[config.mk]
export PLATFORM = sky130hd
export DESIGN_NAME = ussmt_top
export DESIGN_NICKNAME = d
export VERILOG_FILES = /design/src/verilog/ussmt_pkg.sv /design/src/verilog/ussmt_top.sv /design/src/verilog/ussmt_baud_gen.sv
export SDC_FILE = /design/constraint.sdc
export NUM_CORES = 1
export LEC_CHECK = 0
export BUFFER_PORTS_ARGS = -buffer_cell sky130_fd_sc_hd__clkbuf_2
export CELL_PAD_IN_SITES_DETAIL_PLACEMENT = 2
export CELL_PAD_IN_SITES_GLOBAL_PLACEMENT = 2
export CORE_AREA = 2 2 113 126
export CTS_CLUSTER_SIZE = 10
export DETAILED_ROUTE_END_ITERATION = 12
export DIE_AREA = 0 0 115 128
export PLACE_DENSITY_LB_ADDON = 0.08
export SLEW_MARGIN = 30
export SYNTH_ARGS = -nofsm -noshare
export SYNTH_HDL_FRONTEND = slang
export SYNTH_SLANG_ARGS = --single-unit
[constraint.sdc]
create_clock -name core_clk -period 1.9 [get_ports core_clk]
set_input_delay 0.095 -clock core_clk [delete_from_list [all_inputs] [get_ports core_clk]]
set_output_delay 0.095 -clock core_clk [all_outputs]
set_load 0.02 [all_outputs]
[src/verilog/ussmt_pkg.sv]
package ussmt_pkg;
  // apb byte offsets
  localparam logic [7:0] TX_CONTROL_STATUS_OFS = 8'h00;
  localparam logic [7:0] RX_CONTROL_STATUS_OFS = 8'h04;
  localparam logic [7:0] TX_HOLDING_BUFFER_OFS = 8'h08;
  localparam logic [7:0] BAUD_DIVISOR_OFS = 8'h0c;
  localparam logic [7:0] PERIPHERAL_FLAG_REG1_OFS = 8'h10;
  localparam logic [7:0] PERIPHERAL_ENABLE_REG1_OFS = 8'h14;
  localparam logic [7:0] INTERRUPT_CONTROL_OFS = 8'h18;
  // field positions
  localparam int TXCS_NINTH_BIT = 0;
  localparam int TXCS_SHIFTER_EMPTY = 1;
  localparam int TXCS_SYNC_SELECT = 4;
  localparam int TXCS_TX_ENABLE = 5;
  localparam int TXCS_NINE_BIT_SELECT = 6;
  localparam int TXCS_CLOCK_SOURCE = 7;
  localparam int RXCS_SERIAL_PORT_ENABLE = 7;
  localparam int PFR1_TX_BUFFER_EMPTY = 4;
  localparam int PER1_TX_IRQ_ENABLE = 4;
  localparam int INTERRUPT_CONTROL_REG_GLOBAL_IRQ = 7;
  localparam int INTERRUPT_CONTROL_REG_PERIPH_IRQ = 6;
  // reset values
  localparam logic [7:0] TX_CONTROL_STATUS_RST = 8'h02;
  localparam logic [7:0] RX_CONTROL_STATUS_RST = 8'h00;
  localparam logic [7:0] BAUD_DIVISOR_RST = 8'h00;
  localparam logic [7:0] PERIPHERAL_ENABLE_RST = 8'h00;
  localparam logic [7:0] INTERRUPT_CONTROL_RST = 8'h00;
  // one instruction cycle for the buffer to shifter move
  localparam int INSTRUCTION_CYCLE_CLKS = 1;

  typedef enum logic [1:0] {USSMT_IDLE, USSMT_LOAD, USSMT_LOW, USSMT_HIGH} ussmt_state_e;

  typedef struct packed {
    logic clk_out;
    logic clk_oe_n;
    logic data_out;
    logic data_oe_n;
  } ussmt_pins_s;
endpackage

[src/verilog/ussmt_top.sv]
// Overview of operation
// - half duplex; receive blocked while transmitting
// - sync select bit 4 selects synchronous
// - port enable bit 7 makes clock/data pins
// - clock source bit 7 drives clock line
// - shifter reloads only after last bit sent
// - one-cycle move, buffer empty, flag set
// - tx interrupt enable bit 4 masks request
// - flag set always; cleared only by load (a load in the move cycle leaves the flag set)
// - read-only shifter empty status at bit 1
// - shifter empty raises no interrupt
// - shift register not software accessible
// - nine-bit mode sends ninth bit too
//
// Our own choices: register access over APB and the register addresses.
`timescale 1ns/10ps
module ussmt_top
  import ussmt_pkg::*;
#(
  parameter int DIV_W = 8
) (
  input wire logic core_clk,
  input wire logic resetn,
  input wire logic psel,
  input wire logic penable,
  input wire logic pwrite,
  input wire logic [7:0] paddr,
  input wire logic [31:0] pwdata,
  output logic [31:0] prdata,
  output logic pready,
  output logic pslverr,
  input wire logic serial_clock_line_in,
  output logic serial_clock_line_out,
  output logic serial_clock_line_oe_n,
  input wire logic serial_data_line_in,
  output logic serial_data_line_out,
  output logic serial_data_line_oe_n,
  output logic rx_inhibit,
  output logic irq
);
  logic [7:0] tx_control_status_reg, tx_control_status_next;
  logic [7:0] rx_control_status_reg, rx_control_status_next;
  logic [7:0] baud_divisor_reg, baud_divisor_next;
  logic [7:0] peripheral_enable_reg1_reg, peripheral_enable_reg1_next;
  logic [7:0] interrupt_control_reg_reg, interrupt_control_reg_next;
  logic [8:0] tx_holding_buffer_reg, tx_holding_buffer_next;
  logic holding_full_reg, holding_full_next;
  logic tx_buffer_empty_flag_reg, tx_buffer_empty_flag_next;
  logic [8:0] tx_shift_register_reg, tx_shift_register_next;
  logic [3:0] bits_left_reg, bits_left_next;
  ussmt_state_e state_reg, state_next;
  ussmt_pins_s pins_reg, pins_next;
  logic [31:0] prdata_next;
  logic pready_next, pslverr_next, irq_next, rx_inhibit_next;
  logic [2:0] ck_sync_reg, dt_sync_reg;
  logic apb_access, apb_write, apb_read, holding_write;
  logic master_on, tick, shifter_busy;

  // link inputs are unused in master transmit; synchronised for future receive use
  always_ff @(posedge core_clk or negedge resetn) begin
    if (!resetn) begin
      ck_sync_reg <= 3'h0;
      dt_sync_reg <= 3'h0;
    end else begin
      ck_sync_reg <= {ck_sync_reg[1:0], serial_clock_line_in};
      dt_sync_reg <= {dt_sync_reg[1:0], serial_data_line_in};
    end
  end

  assign apb_access = psel && penable && pready;
  assign apb_write = apb_access && pwrite;
  assign apb_read = apb_access && !pwrite;
  assign holding_write = apb_write && (paddr == TX_HOLDING_BUFFER_OFS);
  assign master_on = tx_control_status_reg[TXCS_SYNC_SELECT]
    && rx_control_status_reg[RXCS_SERIAL_PORT_ENABLE]
    && tx_control_status_reg[TXCS_CLOCK_SOURCE]
    && tx_control_status_reg[TXCS_TX_ENABLE];
  assign shifter_busy = (state_reg != USSMT_IDLE);

  ussmt_baud_gen #(.DIV_W(DIV_W)) u_baud (
    .core_clk(core_clk),
    .resetn(resetn),
    .run(shifter_busy && state_reg != USSMT_LOAD),
    .divisor(baud_divisor_reg[DIV_W-1:0]),
    .tick(tick)
  );

  // register file
  always_comb begin
    tx_control_status_next = tx_control_status_reg;
    rx_control_status_next = rx_control_status_reg;
    baud_divisor_next = baud_divisor_reg;
    peripheral_enable_reg1_next = peripheral_enable_reg1_reg;
    interrupt_control_reg_next = interrupt_control_reg_reg;
    prdata_next = 32'h0;
    pslverr_next = 1'b0;
    pready_next = psel && !penable;
    if (apb_write) begin
      case (paddr)
        TX_CONTROL_STATUS_OFS: tx_control_status_next = pwdata[7:0];
        RX_CONTROL_STATUS_OFS: rx_control_status_next = pwdata[7:0];
        BAUD_DIVISOR_OFS: baud_divisor_next = pwdata[7:0];
        PERIPHERAL_ENABLE_REG1_OFS: peripheral_enable_reg1_next = pwdata[7:0];
        INTERRUPT_CONTROL_OFS: interrupt_control_reg_next = pwdata[7:0];
        TX_HOLDING_BUFFER_OFS, PERIPHERAL_FLAG_REG1_OFS: ;
        default: ;
      endcase
    end
    // shifter empty is hardware status, write ignored
    tx_control_status_next[TXCS_SHIFTER_EMPTY] = !shifter_busy;
    tx_control_status_next[3:2] = 2'h0;
    if (psel && !penable && !pwrite) begin
      case (paddr)
        TX_CONTROL_STATUS_OFS: prdata_next = {24'h0, tx_control_status_reg};
        RX_CONTROL_STATUS_OFS: prdata_next = {24'h0, rx_control_status_reg};
        TX_HOLDING_BUFFER_OFS: prdata_next = {24'h0, tx_holding_buffer_reg[7:0]};
        BAUD_DIVISOR_OFS: prdata_next = {24'h0, baud_divisor_reg};
        PERIPHERAL_FLAG_REG1_OFS: prdata_next = {27'h0, tx_buffer_empty_flag_reg, 4'h0};
        PERIPHERAL_ENABLE_REG1_OFS: prdata_next = {24'h0, peripheral_enable_reg1_reg};
        INTERRUPT_CONTROL_OFS: prdata_next = {24'h0, interrupt_control_reg_reg};
        default: pslverr_next = 1'b1; // no shift register address exists
      endcase
    end else if (psel && !penable) begin
      case (paddr)
        TX_CONTROL_STATUS_OFS, RX_CONTROL_STATUS_OFS, TX_HOLDING_BUFFER_OFS, BAUD_DIVISOR_OFS,
        PERIPHERAL_FLAG_REG1_OFS, PERIPHERAL_ENABLE_REG1_OFS, INTERRUPT_CONTROL_OFS: ;
        default: pslverr_next = 1'b1;
      endcase
    end
  end

  // holding buffer, flag and shifter
  always_comb begin
    tx_holding_buffer_next = tx_holding_buffer_reg;
    holding_full_next = holding_full_reg;
    tx_buffer_empty_flag_next = tx_buffer_empty_flag_reg;
    tx_shift_register_next = tx_shift_register_reg;
    bits_left_next = bits_left_reg;
    state_next = state_reg;
    pins_next = pins_reg;
    // ninth bit is sampled with the data so a late mode change cannot split a word
    if (holding_write) begin
      tx_holding_buffer_next = {tx_control_status_reg[TXCS_NINTH_BIT], pwdata[7:0]};
      holding_full_next = 1'b1;
      tx_buffer_empty_flag_next = 1'b0;
    end
    case (state_reg)
      USSMT_IDLE: begin
        if (holding_full_reg && master_on) begin
          state_next = USSMT_LOAD;
        end
      end
      USSMT_LOAD: begin
        // single-cycle move; a same-cycle reload of the buffer keeps new data
        tx_shift_register_next = tx_holding_buffer_reg;
        bits_left_next = tx_control_status_reg[TXCS_NINE_BIT_SELECT] ? 4'h9 : 4'h8;
        if (!holding_write) begin
          holding_full_next = 1'b0;
        end
        tx_buffer_empty_flag_next = 1'b1;
        pins_next.data_out = tx_holding_buffer_reg[0];
        state_next = USSMT_LOW;
      end
      USSMT_LOW: begin
        pins_next.clk_out = 1'b0;
        if (tick) begin
          pins_next.clk_out = 1'b1; // slave samples on rising edge
          state_next = USSMT_HIGH;
        end
      end
      USSMT_HIGH: begin
        if (tick) begin
          pins_next.clk_out = 1'b0;
          tx_shift_register_next = {1'b0, tx_shift_register_reg[8:1]};
          bits_left_next = bits_left_reg - 4'h1;
          pins_next.data_out = tx_shift_register_reg[1];
          if (bits_left_reg == 4'h1) begin
            // reload only once the last bit is out
            if (holding_full_next && master_on) begin
              state_next = USSMT_LOAD;
            end else begin
              state_next = USSMT_IDLE;
            end
          end else begin
            state_next = USSMT_LOW;
          end
        end
      end
      default: state_next = USSMT_IDLE;
    endcase
    if (!master_on && state_reg == USSMT_IDLE) begin
      pins_next.clk_out = 1'b0;
    end
    pins_next.clk_oe_n = !(rx_control_status_reg[RXCS_SERIAL_PORT_ENABLE]
      && tx_control_status_reg[TXCS_CLOCK_SOURCE]);
    pins_next.data_oe_n = !(master_on && rx_control_status_reg[RXCS_SERIAL_PORT_ENABLE]);
  end

  // shifter empty is never fed to the interrupt
  assign irq_next = tx_buffer_empty_flag_reg
    && peripheral_enable_reg1_reg[PER1_TX_IRQ_ENABLE]
    && interrupt_control_reg_reg[INTERRUPT_CONTROL_REG_GLOBAL_IRQ]
    && interrupt_control_reg_reg[INTERRUPT_CONTROL_REG_PERIPH_IRQ];
  // transmitting blocks the receiver
  assign rx_inhibit_next = shifter_busy || holding_full_reg;

  always_ff @(posedge core_clk or negedge resetn) begin
    if (!resetn) begin
      tx_control_status_reg <= TX_CONTROL_STATUS_RST;
      rx_control_status_reg <= RX_CONTROL_STATUS_RST;
      baud_divisor_reg <= BAUD_DIVISOR_RST;
      peripheral_enable_reg1_reg <= PERIPHERAL_ENABLE_RST;
      interrupt_control_reg_reg <= INTERRUPT_CONTROL_RST;
      tx_holding_buffer_reg <= 9'h000;
      holding_full_reg <= 1'b0;
      tx_buffer_empty_flag_reg <= 1'b1;
      tx_shift_register_reg <= 9'h000;
      bits_left_reg <= 4'h0;
      state_reg <= USSMT_IDLE;
      pins_reg <= '{clk_out: 1'b0, clk_oe_n: 1'b1, data_out: 1'b0, data_oe_n: 1'b1};
      prdata <= 32'h0;
      pready <= 1'b0;
      pslverr <= 1'b0;
      irq <= 1'b0;
      rx_inhibit <= 1'b0;
    end else begin
      tx_control_status_reg <= tx_control_status_next;
      rx_control_status_reg <= rx_control_status_next;
      baud_divisor_reg <= baud_divisor_next;
      peripheral_enable_reg1_reg <= peripheral_enable_reg1_next;
      interrupt_control_reg_reg <= interrupt_control_reg_next;
      tx_holding_buffer_reg <= tx_holding_buffer_next;
      holding_full_reg <= holding_full_next;
      tx_buffer_empty_flag_reg <= tx_buffer_empty_flag_next;
      tx_shift_register_reg <= tx_shift_register_next;
      bits_left_reg <= bits_left_next;
      state_reg <= state_next;
      pins_reg <= pins_next;
      prdata <= prdata_next;
      pready <= pready_next;
      pslverr <= pslverr_next;
      irq <= irq_next;
      rx_inhibit <= rx_inhibit_next;
    end
  end

  assign serial_clock_line_out = pins_reg.clk_out;
  assign serial_clock_line_oe_n = pins_reg.clk_oe_n;
  assign serial_data_line_out = pins_reg.data_out;
  assign serial_data_line_oe_n = pins_reg.data_oe_n;
endmodule

[src/verilog/ussmt_baud_gen.sv]
`timescale 1ns/10ps
module ussmt_baud_gen
  import ussmt_pkg::*;
#(
  parameter int DIV_W = 8
) (
  input wire logic core_clk,
  input wire logic resetn,
  input wire logic run,
  input wire logic [DIV_W-1:0] divisor,
  output logic tick
);
  // one pulse every divisor+1 cycles; held in reload while stopped
  logic [DIV_W-1:0] count_reg;
  logic [DIV_W-1:0] count_next;
  logic tick_next;

  always_comb begin
    count_next = count_reg;
    tick_next = 1'b0;
    if (!run) begin
      count_next = divisor;
    end else if (count_reg == '0) begin
      count_next = divisor;
      tick_next = 1'b1;
    end else begin
      count_next = count_reg - 1'b1;
    end
  end

  always_ff @(posedge core_clk or negedge resetn) begin
    if (!resetn) begin
      count_reg <= '0;
      tick <= 1'b0;
    end else begin
      count_reg <= count_next;
      tick <= tick_next;
    end
  end
endmodule

==> impl_metrics.py, run 1 <==
metrics = {
    "cells_and_area": {
        "instances_no_fill": 596,
        "fin_area_mm2": 0.005039,
        "drive_gt1_frac": 0.3519,
        "layout_common_cells": "dfrtp_1 (84), mux2_2 (52), clkbuf_2 (35)",
        "utilization": 0.3729,
        "area_delta_synth_final_pct": 19.96,
        "final_common_cell": "dfrtp_1",
        "nNetsFinal": 478,
        "num_antenna_cells": 0,
    },
    "die": {
        "rows": 45,
        "dieArea_mm2": 0.01472,
        "start_util": 0.3108,
        "die_h_um": 128,
        "ios": 87,
        "core-area_mm2": 0.01351,
        "die_w_um": 115,
    },
    "route": {
        "viasPerCell": 4.987,
        "final_antenna_net_count": 0,
        "first_pass_iters": 4,
        "drt_wl_total_um": 11420,
        "num_vias": 2972,
        "wl_per_cell_um": 19.16,
        "drt_iter0_drc": 93,
        "drc": 0,
    },
    "clock_network": {
        "postCtsSetupRepairBufs": 0,
        "insertion_delay_ns": 0.35,
        "htree_levels": 3,
        "cts-root-buf": "clkbuf_16",
        "clk_path_buf_depth": 2,
        "cts_buffers": 9,
        "cts.sinks": 88,
        "cts_tree": "yes",
        "clkTransAtPathRegs_ns": 0.06,
    },
    "sta": {
        "fmax_ghz": 0.5767,
        "skew_ns": 0.005897,
        "setup_viol": 0,
        "rsz0062_at_grt": "false",
        "drv_slew": 0,
        "hold_viol_final": 0,
        "period_share": 0.9126,
        "min_period_ns": 1.734,
        "fin_setup_tns_ns": 0,
    },
    "synthesis": {
        "synthTopCellsByArea": "dfrtp_1 (50%), mux2_2 (14%), buf_4 (4.5%)",
        "synth_edf_count": 0,
        "synth_ff_type": "dfrtp_1",
        "synth_cell_types": 52,
        "netlist_area_mm2": 0.004200,
        "yosysTopAreaCell": "dfrtp_1",
        "synth_seq_cells": 88,
        "yosys_warnings": 0,
        "async_flop_share": 1.000,
        "avgSynthCellArea_um2": 11.51,
        "netlist_instances": 365,
        "post-synth-top-area-fraction": 0.5004,
        "ys_seq_area_frac": 0.5255,
    },
    "global_route": {
        "antenna_found_initial": 0,
        "grt_pass1_vias": 3339,
        "grt_usage": 0.1706,
        "grt_start_max_net_pins": 43,
        "grt_pass1_wl_um": 18900,
        "grt_overflow": 0,
    },
    "placed_design": {
        "dpl_cell_area_mm2": 0.004678,
        "place_congestion": 0.7373,
        "hpwl_um": 8429,
        "port_buffers": 36,
        "place_inst": 577,
    },
    "critical_path": {
        "start_kind": "register",
        "critPathKind": "register to register",
        "timing.critical_path.fanout_max": 7,
        "crit_arrival_ns": 1.96,
        "critPathCaptureType": "register",
        "r2r_start": "u_baud.count_reg[0]",
        "startpoint": "u_baud.count_reg[0]",
        "worstPathRequired_ns": 2.13,
    },
    "power": {
        "ir_drop_mv": 0.3533,
        "p_per_area_mw_per_mm2": 998.9,
        "power_uw": 5033,
        "leakagePower_uw": 0.002425,
    },
    "worst_hold_path": {
        "hp-start": "penable",
        "hold_class": "input port to register",
    },
    "run": {
        "cap_violations": 0,
    },
    "outcome": {
        "status": "finished clean",
    },
}
==> kinds of logic after synthesis <==
logic type,share of synthesized area
compound gates,0.1168
xor+xnor,0.01251
fa+ha+maj,0.01192
buf+inv,0.07120
flops,0.5255
mux,0.1585
other cells,0.0008928
simple gates,0.1028
==> power breakdown <==
group          switching [µW]  internal [µW]  leakage (µW)
logic                     477            370       0.00108
clock network             750           1220      0.000165
registers                 170           2040       0.00118
total                    1400           3640       0.00243
==> through the flow <==
stage / hold WS [ns] / setup slack [ns]
6_report: 0.04618 / 0.1660
5_1_grt: 0.06235 / 0.03684
4_1_cts: 0.03674 / 0.1259
3_5_place_dp: 0.06755 / -0.05373
3_3_place_gp: 0.06371 / -0.01463
2_1_floorplan: -0.2006 / 0.03467
==> worst max-delay path: stages (launching register included) <==
cell,delay [ns]
dfrtp_1,0.40
inv_1,0.09
ha_1,0.16
or3b_2,0.49
o21ai_2,0.17
buf_2,0.20
o21ai_0,0.10
==> final timing paths <==
path | to | slack, ns | depth (start not counted)
min in group asynchronous | u_baud.count_reg[1] | 0.23 | 2
max in group asynchronous | serial_data_line_oe_n | 1.05 | 3
worst max-delay path | u_baud.count_reg[3] | 0.17 | 6
worst max register to register | u_baud.count_reg[3] | 0.17 | 6
worst min register to register | serial_clock_line_oe_n | 0.46 | 1
worst min-delay path | pready | 0.05 | 3
==> layout make-up <==
class                   count  area (µm²)
fillers                  1440        8474
flip-flops and latches     88        2207
multi-input cells         247        1784
repair buffers             71       473.0
clock buffers              11       252.7
well taps                 164       205.2
clock inverters             5       78.83
inverters                  10       37.54
==> routing by layer <==
metal	share of wire	vias up	GRT usage
met3	0.022	11	0.03026
met1	0.45	1532	0.2212
met2	0.51	39	0.2855
met4	0.015	0	0.06095
li1	-	1390	-
met5	0	-	0
==> cells in the mapped netlist (5+ instances only) <==
master / count
buf_4: 25
xnor2_1: 5
nand2_1: 19
o21ai_0: 21
dfrtp_1: 84
mux2_2: 52
nor2b_1: 5
o22ai_1: 17
nor2_1: 10
clkbuf_1: 11
a21oi_1: 22
buf_2: 5
inv_1: 10
mux2i_1: 8
==> what timing repair did <==
action,4_1_cts,5_1_grt
resized for setup,0,4
setup endpoints to repair,0,5
hold buffers,2,0
hold endpoints to repair,28,0
(Power assumes the default switching activity.)
==> run 2: changes to the inputs <==
--- a/config.mk
+++ b/config.mk
@@ -8,10 +8,10 @@
 export BUFFER_PORTS_ARGS = -buffer_cell sky130_fd_sc_hd__clkbuf_2
 export CELL_PAD_IN_SITES_DETAIL_PLACEMENT = 2
 export CELL_PAD_IN_SITES_GLOBAL_PLACEMENT = 2
-export CORE_AREA = 2 2 113 126
+export CORE_AREA = 2 2 104 116
 export CTS_CLUSTER_SIZE = 10
 export DETAILED_ROUTE_END_ITERATION = 12
-export DIE_AREA = 0 0 115 128
+export DIE_AREA = 0 0 106 118
 export PLACE_DENSITY_LB_ADDON = 0.08
 export SLEW_MARGIN = 30
 export SYNTH_ARGS = -nofsm -noshare
==> constraint.sdc (replaced) <==
create_clock -name core_clk -period 2.2 [get_ports core_clk]
set_input_delay 0.11 -clock core_clk [delete_from_list [all_inputs] [get_ports core_clk]]
set_output_delay 0.11 -clock core_clk [all_outputs]
set_load 0.02 [all_outputs]
==> run 2 against run 1 <==
Total power decreased by 17%; largest cell class unchanged; register-to-register slack improved by 0.22 ns; flip-flop and latch count unchanged; combinational power down 15%; non-clock buffer count decreased by 15; maximum frequency decreased by 4.4%; clock skew up 0.00065 ns; die area down 15%; clock power shrank 21%; sequential power fell by 13%; final area down 3.4%.
==> impl_metrics.py, run 2 (synthesized netlist as in run 1, its figures left out) <==
metrics = {
    "outcome": {
        "status": "finished clean",
    },
    "die": {
        "start_util": 0.3705,
        "die_w_um": 106,
        "dieArea_mm2": 0.01251,
        "core-area_mm2": 0.01134,
        "ios": 87,
        "die_h_um": 118,
        "rows": 41,
    },
    "power": {
        "p_int_uw": 2950,
        "swShare": 0.2956,
        "power_uw": 4189,
        "p_per_area_mw_per_mm2": 860.2,
        "ir_drop_mv": 0.3064,
        "p_sw_uw": 1238,
        "leakagePower_uw": 0.002327,
        "p_clk_frac": 0.369,
        "pwr-share-comb": 0.172,
        "p_seq_frac": 0.459,
    },
    "sta": {
        "fin_setup_tns_ns": 0,
        "hold_viol_final": 0,
        "skew_ns": 0.006547,
        "tightest_slew_ns": 0.5391,
        "rsz0062_at_grt": "false",
        "slew_headroom": 0.6406,
        "period_share": 0.8242,
        "min_period_ns": 1.813,
        "setup_ws_ns": 0.3868,
        "fmax_ghz": 0.5515,
        "drv_slew": 0,
        "setup_viol": 0,
    },
    "critical_path": {
        "cpMostUsedCell": "o21ai_0",
        "start_kind": "register",
        "critPathKind": "register to register",
        "crit_slowest_cell": "or3b_2",
        "worstPathRequired_ns": 2.46,
        "critPathCaptureType": "register",
        "timing.critical_path.fanout_max": 14,
        "crit_arrival_ns": 2.07,
        "max_stage_delay_ns": 0.49,
        "cp_cell_sequence": "inv_1 > ha_1 > or3b_2 > o21ai_0 > buf_4 > nand2_1 > o21ai_0",
    },
    "cells_and_area": {
        "layout_common_cells": "dfrtp_1 (84), mux2_2 (52), clkbuf_2 (35)",
        "area_delta_synth_final_pct": 15.94,
        "utilization": 0.4295,
        "final_common_cell": "dfrtp_1",
        "num_antenna_cells": 0,
        "drive_gt1_frac": 0.3261,
        "n_fill_cell": 1194,
        "fin_area_mm2": 0.004870,
        "nNetsFinal": 463,
    },
    "worst_hold_path": {
        "hold_class": "input port to register",
    },
    "clock_network": {
        "htree_levels": 3,
        "postCtsSetupRepairBufs": 0,
        "clkTransAtPathRegs_ns": 0.07,
        "cts.sinks": 88,
        "cts_buffers": 9,
        "cts-root-buf": "clkbuf_16",
        "cts_tree": "yes",
        "clk_path_buf_depth": 2,
        "insertion_delay_ns": 0.34,
    },
    "route": {
        "final_antenna_net_count": 0,
        "drt_iter0_drc": 122,
        "viasPerCell": 5.205,
        "wl_per_cell_um": 20.19,
        "drc": 0,
        "drt_wl_total_um": 11450,
        "num_vias": 2951,
        "first_pass_iters": 4,
    },
    "placed_design": {
        "dpl_cell_area_mm2": 0.004563,
        "port_buffers": 36,
        "hpwl_um": 7970,
        "pre_cts_ws_ns": 0.2076,
        "place_congestion": 0.7697,
    },
    "global_route": {
        "antenna_found_initial": 0,
        "grt_start_max_net_pins": 52,
        "grt_usage": 0.1973,
        "grt_pass1_wl_um": 18710,
        "grt_pass1_vias": 3217,
        "grt_overflow": 0,
    },
    "run": {
        "cap_violations": 0,
    },
}
run 2: cell count changes in the layout (fill, tap and decap cells not counted), sizes merged:
cell | previous run | this run
buf | 34 | 20
clkinv | 3 | 1
dlygate4sd3 | 2 | 1
clkinvlp | 0 | 2
clkbuf | 46 | 45
bufinv | 2 | 1
inv | 10 | 12
run 2: final timing paths:
kind	from	endpoint	slack (ns)	depth (start not counted)
max in group asynchronous	resetn	u_baud.count_reg[2]	1.25	3
worst min-delay path	psel	pready	0.03	3
worst max-delay path	u_baud.count_reg[0]	u_baud.count_reg[3]	0.39	7
worst min register to register	tx_control_status_reg[7]	serial_clock_line_oe_n	0.47	1
min in group asynchronous	resetn	u_baud.tick	0.29	2
worst max register to register	u_baud.count_reg[0]	u_baud.count_reg[3]	0.39	7
run 2: worst max-delay path: cells and delay by family, from the launching register on:
kind	cells	cell delay (ns)
and+or+nand+nor	2	0.59
DFF	1	0.39
buffers and inverters	2	0.30
AOI/OAI and AO/OA	2	0.26
adders and majority gates	1	0.19
run 2: cell type report:
cell class,count,area (µm²),area share
timing repair buffer,56,360.3,0.07400
clock inverter,6,67.56,0.01387
tap,150,187.7,0.03854
inverter,10,37.54,0.007708
clock buffer,10,229.0,0.04702
sequential,88,2207,0.4532
multi-input combinational,247,1780,0.3656
run 2: what timing repair did:
action | 4_1_cts | 5_1_grt
endpoints found under the hold margin | 33 | 0
hold buffers | 1 | 0
gates resized for setup | 0 | 0
run 2: metal layers:
metal / wire length (µm) / share of wire / GRT usage
met5: 0 / 0 / 0
met4: 140 / 0.012 / 0.05674
met3: 341 / 0.030 / 0.02824
met1: 4953 / 0.43 / 0.2596
met2: 6014 / 0.53 / 0.3375
run 2: stage by stage:
stage	instances	hold slack [ns]
finish	567	0.02602
global route	567	0.06235
CTS	567	0.02962
detailed placement	550	0.1286
global placement	550	0.1268
floorplan	388	-0.1856
run 2: power groups by stage:
stage	Combinational [µW]	Sequential (µW)	Clock, µW
5_1_grt	815	1950	1670
2_1_floorplan	539	1890	0
3_5_place_dp	722	1960	0
4_1_cts	727	1920	1600
6_report	719	1920	1550
3_3_place_gp	684	1940	0
==> run 3: changes to the inputs <==
--- a/config.mk
+++ b/config.mk
@@ -8,10 +8,10 @@
 export BUFFER_PORTS_ARGS = -buffer_cell sky130_fd_sc_hd__clkbuf_2
 export CELL_PAD_IN_SITES_DETAIL_PLACEMENT = 2
 export CELL_PAD_IN_SITES_GLOBAL_PLACEMENT = 2
-export CORE_AREA = 2 2 104 116
+export CORE_AREA = 2 2 113 126
 export CTS_CLUSTER_SIZE = 10
 export DETAILED_ROUTE_END_ITERATION = 12
-export DIE_AREA = 0 0 106 118
+export DIE_AREA = 0 0 115 128
 export PLACE_DENSITY_LB_ADDON = 0.08
 export SLEW_MARGIN = 30
 export SYNTH_ARGS = -nofsm -noshare
==> constraint.sdc (replaced) <==
create_clock -name core_clk -period 1.45 [get_ports core_clk]
set_input_delay 0.0725 -clock core_clk [delete_from_list [all_inputs] [get_ports core_clk]]
set_output_delay 0.0725 -clock core_clk [all_outputs]
set_load 0.02 [all_outputs]
==> run 3 against run 2 <==
The run now ends with setup timing left; non-clock buffer count increased by 40; via count grew 4.4%; wire length is 8.6% higher; die area rose by 18%; total power rose by 64%; clock skew decreased by 0.0014 ns; maximum frequency grew 5.0%; final cell count up 9.5%; first-iteration DRC count is 22% lower; clock-buffer cell count is 6 higher; critical path type unchanged.
==> impl_metrics.py, run 3 (synthesized netlist as in run 1, its figures left out) <==
metrics = {
    "outcome": {
        "status": "complete, but fails checks",
        "violations": "setup timing",
    },
    "global_route": {
        "grt_start_max_net_pins": 32,
        "grt_pass1_vias": 3475,
        "grt_usage": 0.1777,
        "grt_pass1_wl_um": 19540,
        "antenna_found_initial": 0,
        "grt_overflow": 0,
    },
    "critical_path": {
        "crit_slowest_cell": "or3_4",
        "start_kind": "register",
        "timing.critical_path.fanout_max": 8,
        "worstPathRequired_ns": 1.68,
        "critPathCaptureType": "register",
        "cp_cell_sequence": "nand4_1 > or3_4 > nor3_4 > buf_12 > mux2_4",
        "max_stage_delay_ns": 0.43,
        "crit_arrival_ns": 1.96,
        "critPathKind": "register to register",
    },
    "sta": {
        "hold_viol_final": 0,
        "skew_ns": 0.005110,
        "period_share": 1.191,
        "drv_slew": 0,
        "rsz0062_at_grt": "true",
        "fmax_ghz": 0.5790,
        "setup_viol": 57,
        "fin_setup_tns_ns": -10.86,
        "setup_ws_ns": -0.2770,
        "hold-worst-slack_ns": 0.02345,
        "min_period_ns": 1.727,
    },
    "clock_network": {
        "clkTransAtPathRegs_ns": 0.06,
        "cts_tree": "yes",
        "cts.sinks": 88,
        "insertion_delay_ns": 0.35,
        "clk_path_buf_depth": 2,
        "cts-root-buf": "clkbuf_16",
        "cts_buffers": 9,
        "htree_levels": 3,
    },
    "placed_design": {
        "place_inst": 594,
        "place_congestion": 0.7808,
        "port_buffers": 36,
        "hpwl_um": 8651,
        "dpl_cell_area_mm2": 0.004851,
    },
    "power": {
        "p_sw_uw": 2021,
        "ir_drop_mv": 0.5043,
        "p_seq_frac": 0.422,
        "leakagePower_uw": 0.002688,
        "swShare": 0.2946,
        "p_int_uw": 4839,
        "pwr-share-comb": 0.255,
        "p_per_area_mw_per_mm2": 1226,
        "p_clk_frac": 0.323,
    },
    "die": {
        "rows": 45,
        "ios": 87,
        "start_util": 0.3108,
        "dieArea_mm2": 0.01472,
        "core-area_mm2": 0.01351,
        "die_h_um": 128,
        "die_w_um": 115,
    },
    "route": {
        "drt_wl_total_um": 12440,
        "drc": 0,
        "num_vias": 3080,
        "first_pass_iters": 4,
        "final_antenna_net_count": 0,
        "wl_per_cell_um": 20.03,
        "viasPerCell": 4.960,
        "drt_iter0_drc": 95,
    },
    "cells_and_area": {
        "drive_gt1_frac": 0.4398,
        "layout_common_cells": "dfrtp_1 (84), mux2_4 (46), buf_4 (44)",
        "final_common_cell": "dfrtp_1",
        "fin_area_mm2": 0.005597,
        "instances_no_fill": 621,
        "num_antenna_cells": 0,
        "area_delta_synth_final_pct": 33.24,
        "nNetsFinal": 503,
    },
    "worst_hold_path": {
        "hold_class": "input port to register",
    },
    "run": {
        "cap_violations": 0,
    },
}
-- run 3: cell types whose count changed in the layout (fill, tap and decap cells not counted), sizes merged --
cell,delta
dlygate4sd3,+1
clkinvlp,-2
buf,+38
bufinv,-1
clkbuf,+7
inv,-2
clkinv,-1
-- run 3: final timing paths --
path                       cells after the start  slack (ns)                       end              from
hold / removal                                 3        0.02                   pslverr              psel
min in group asynchronous                      2        0.23       u_baud.count_reg[7]            resetn
hold reg to reg                                1        0.48          bits_left_reg[3]  bits_left_reg[3]
setup / recovery                               5       -0.28       baud_divisor_reg[4]            pready
setup reg to reg                               5       -0.28       baud_divisor_reg[4]            pready
max in group asynchronous                      3        0.58  rx_control_status_reg[4]            resetn
-- run 3: routing by layer --
metal,track usage,vias up,part of all wire
met1,0.2302,1578,0.46
met4,0.04819,0,0.014
met2,0.3003,46,0.51
li1,-,1443,-
met5,0,-,0
met3,0.03830,13,0.025
-- run 3: timing repair --
item,4_1_cts,5_1_grt
cloned,2,0
setup buffers,5,5
setup endpoints to repair,56,67
resized for setup,43,64
endpoints found under the hold margin,25,0
hold buffers,2,0
pin swaps,6,11
-- run 3: area by class of cell --
class,instances,area (µm²)
clock buffers,16,271.5
well taps,164,205.2
fillers,1372,7916
repair buffers,96,750.7
multi-input cells,247,2125
flip-flops and latches,88,2207
inverters,10,37.54
-- run 3: critical path, delay by kind of cell (launching register included) --
kind,cells,cell delay (ns)
multiplexers,1,0.30
buffers and inverters,1,0.16
flip-flops,1,0.35
AND/OR/NAND/NOR,3,0.79
-- run 3: power by group through the flow --
| stage | Combinational [µW] | Clock [µW] | Sequential, µW |
|---|---|---|---|
| floorplan | 879 | 0 | 2880 |
| global placement | 1390 | 0 | 2900 |
| detailed placement | 1450 | 0 | 2920 |
| CTS | 1660 | 2290 | 2890 |
| global route | 1950 | 2360 | 2930 |
| finish | 1750 | 2210 | 2890 |
-- run 3: metrics by stage --
stage | setup slack, ns | power [µW] | utilization
4_1_cts | -0.2537 | 6842 | 0.3960
5_1_grt | -0.3265 | 7251 | 0.4142
3_3_place_gp | -0.4437 | 4298 | 0.3590
3_5_place_dp | -0.4847 | 4372 | 0.3590
2_1_floorplan | -0.3335 | 3760 | -
6_report | -0.2770 | 6860 | 0.4142
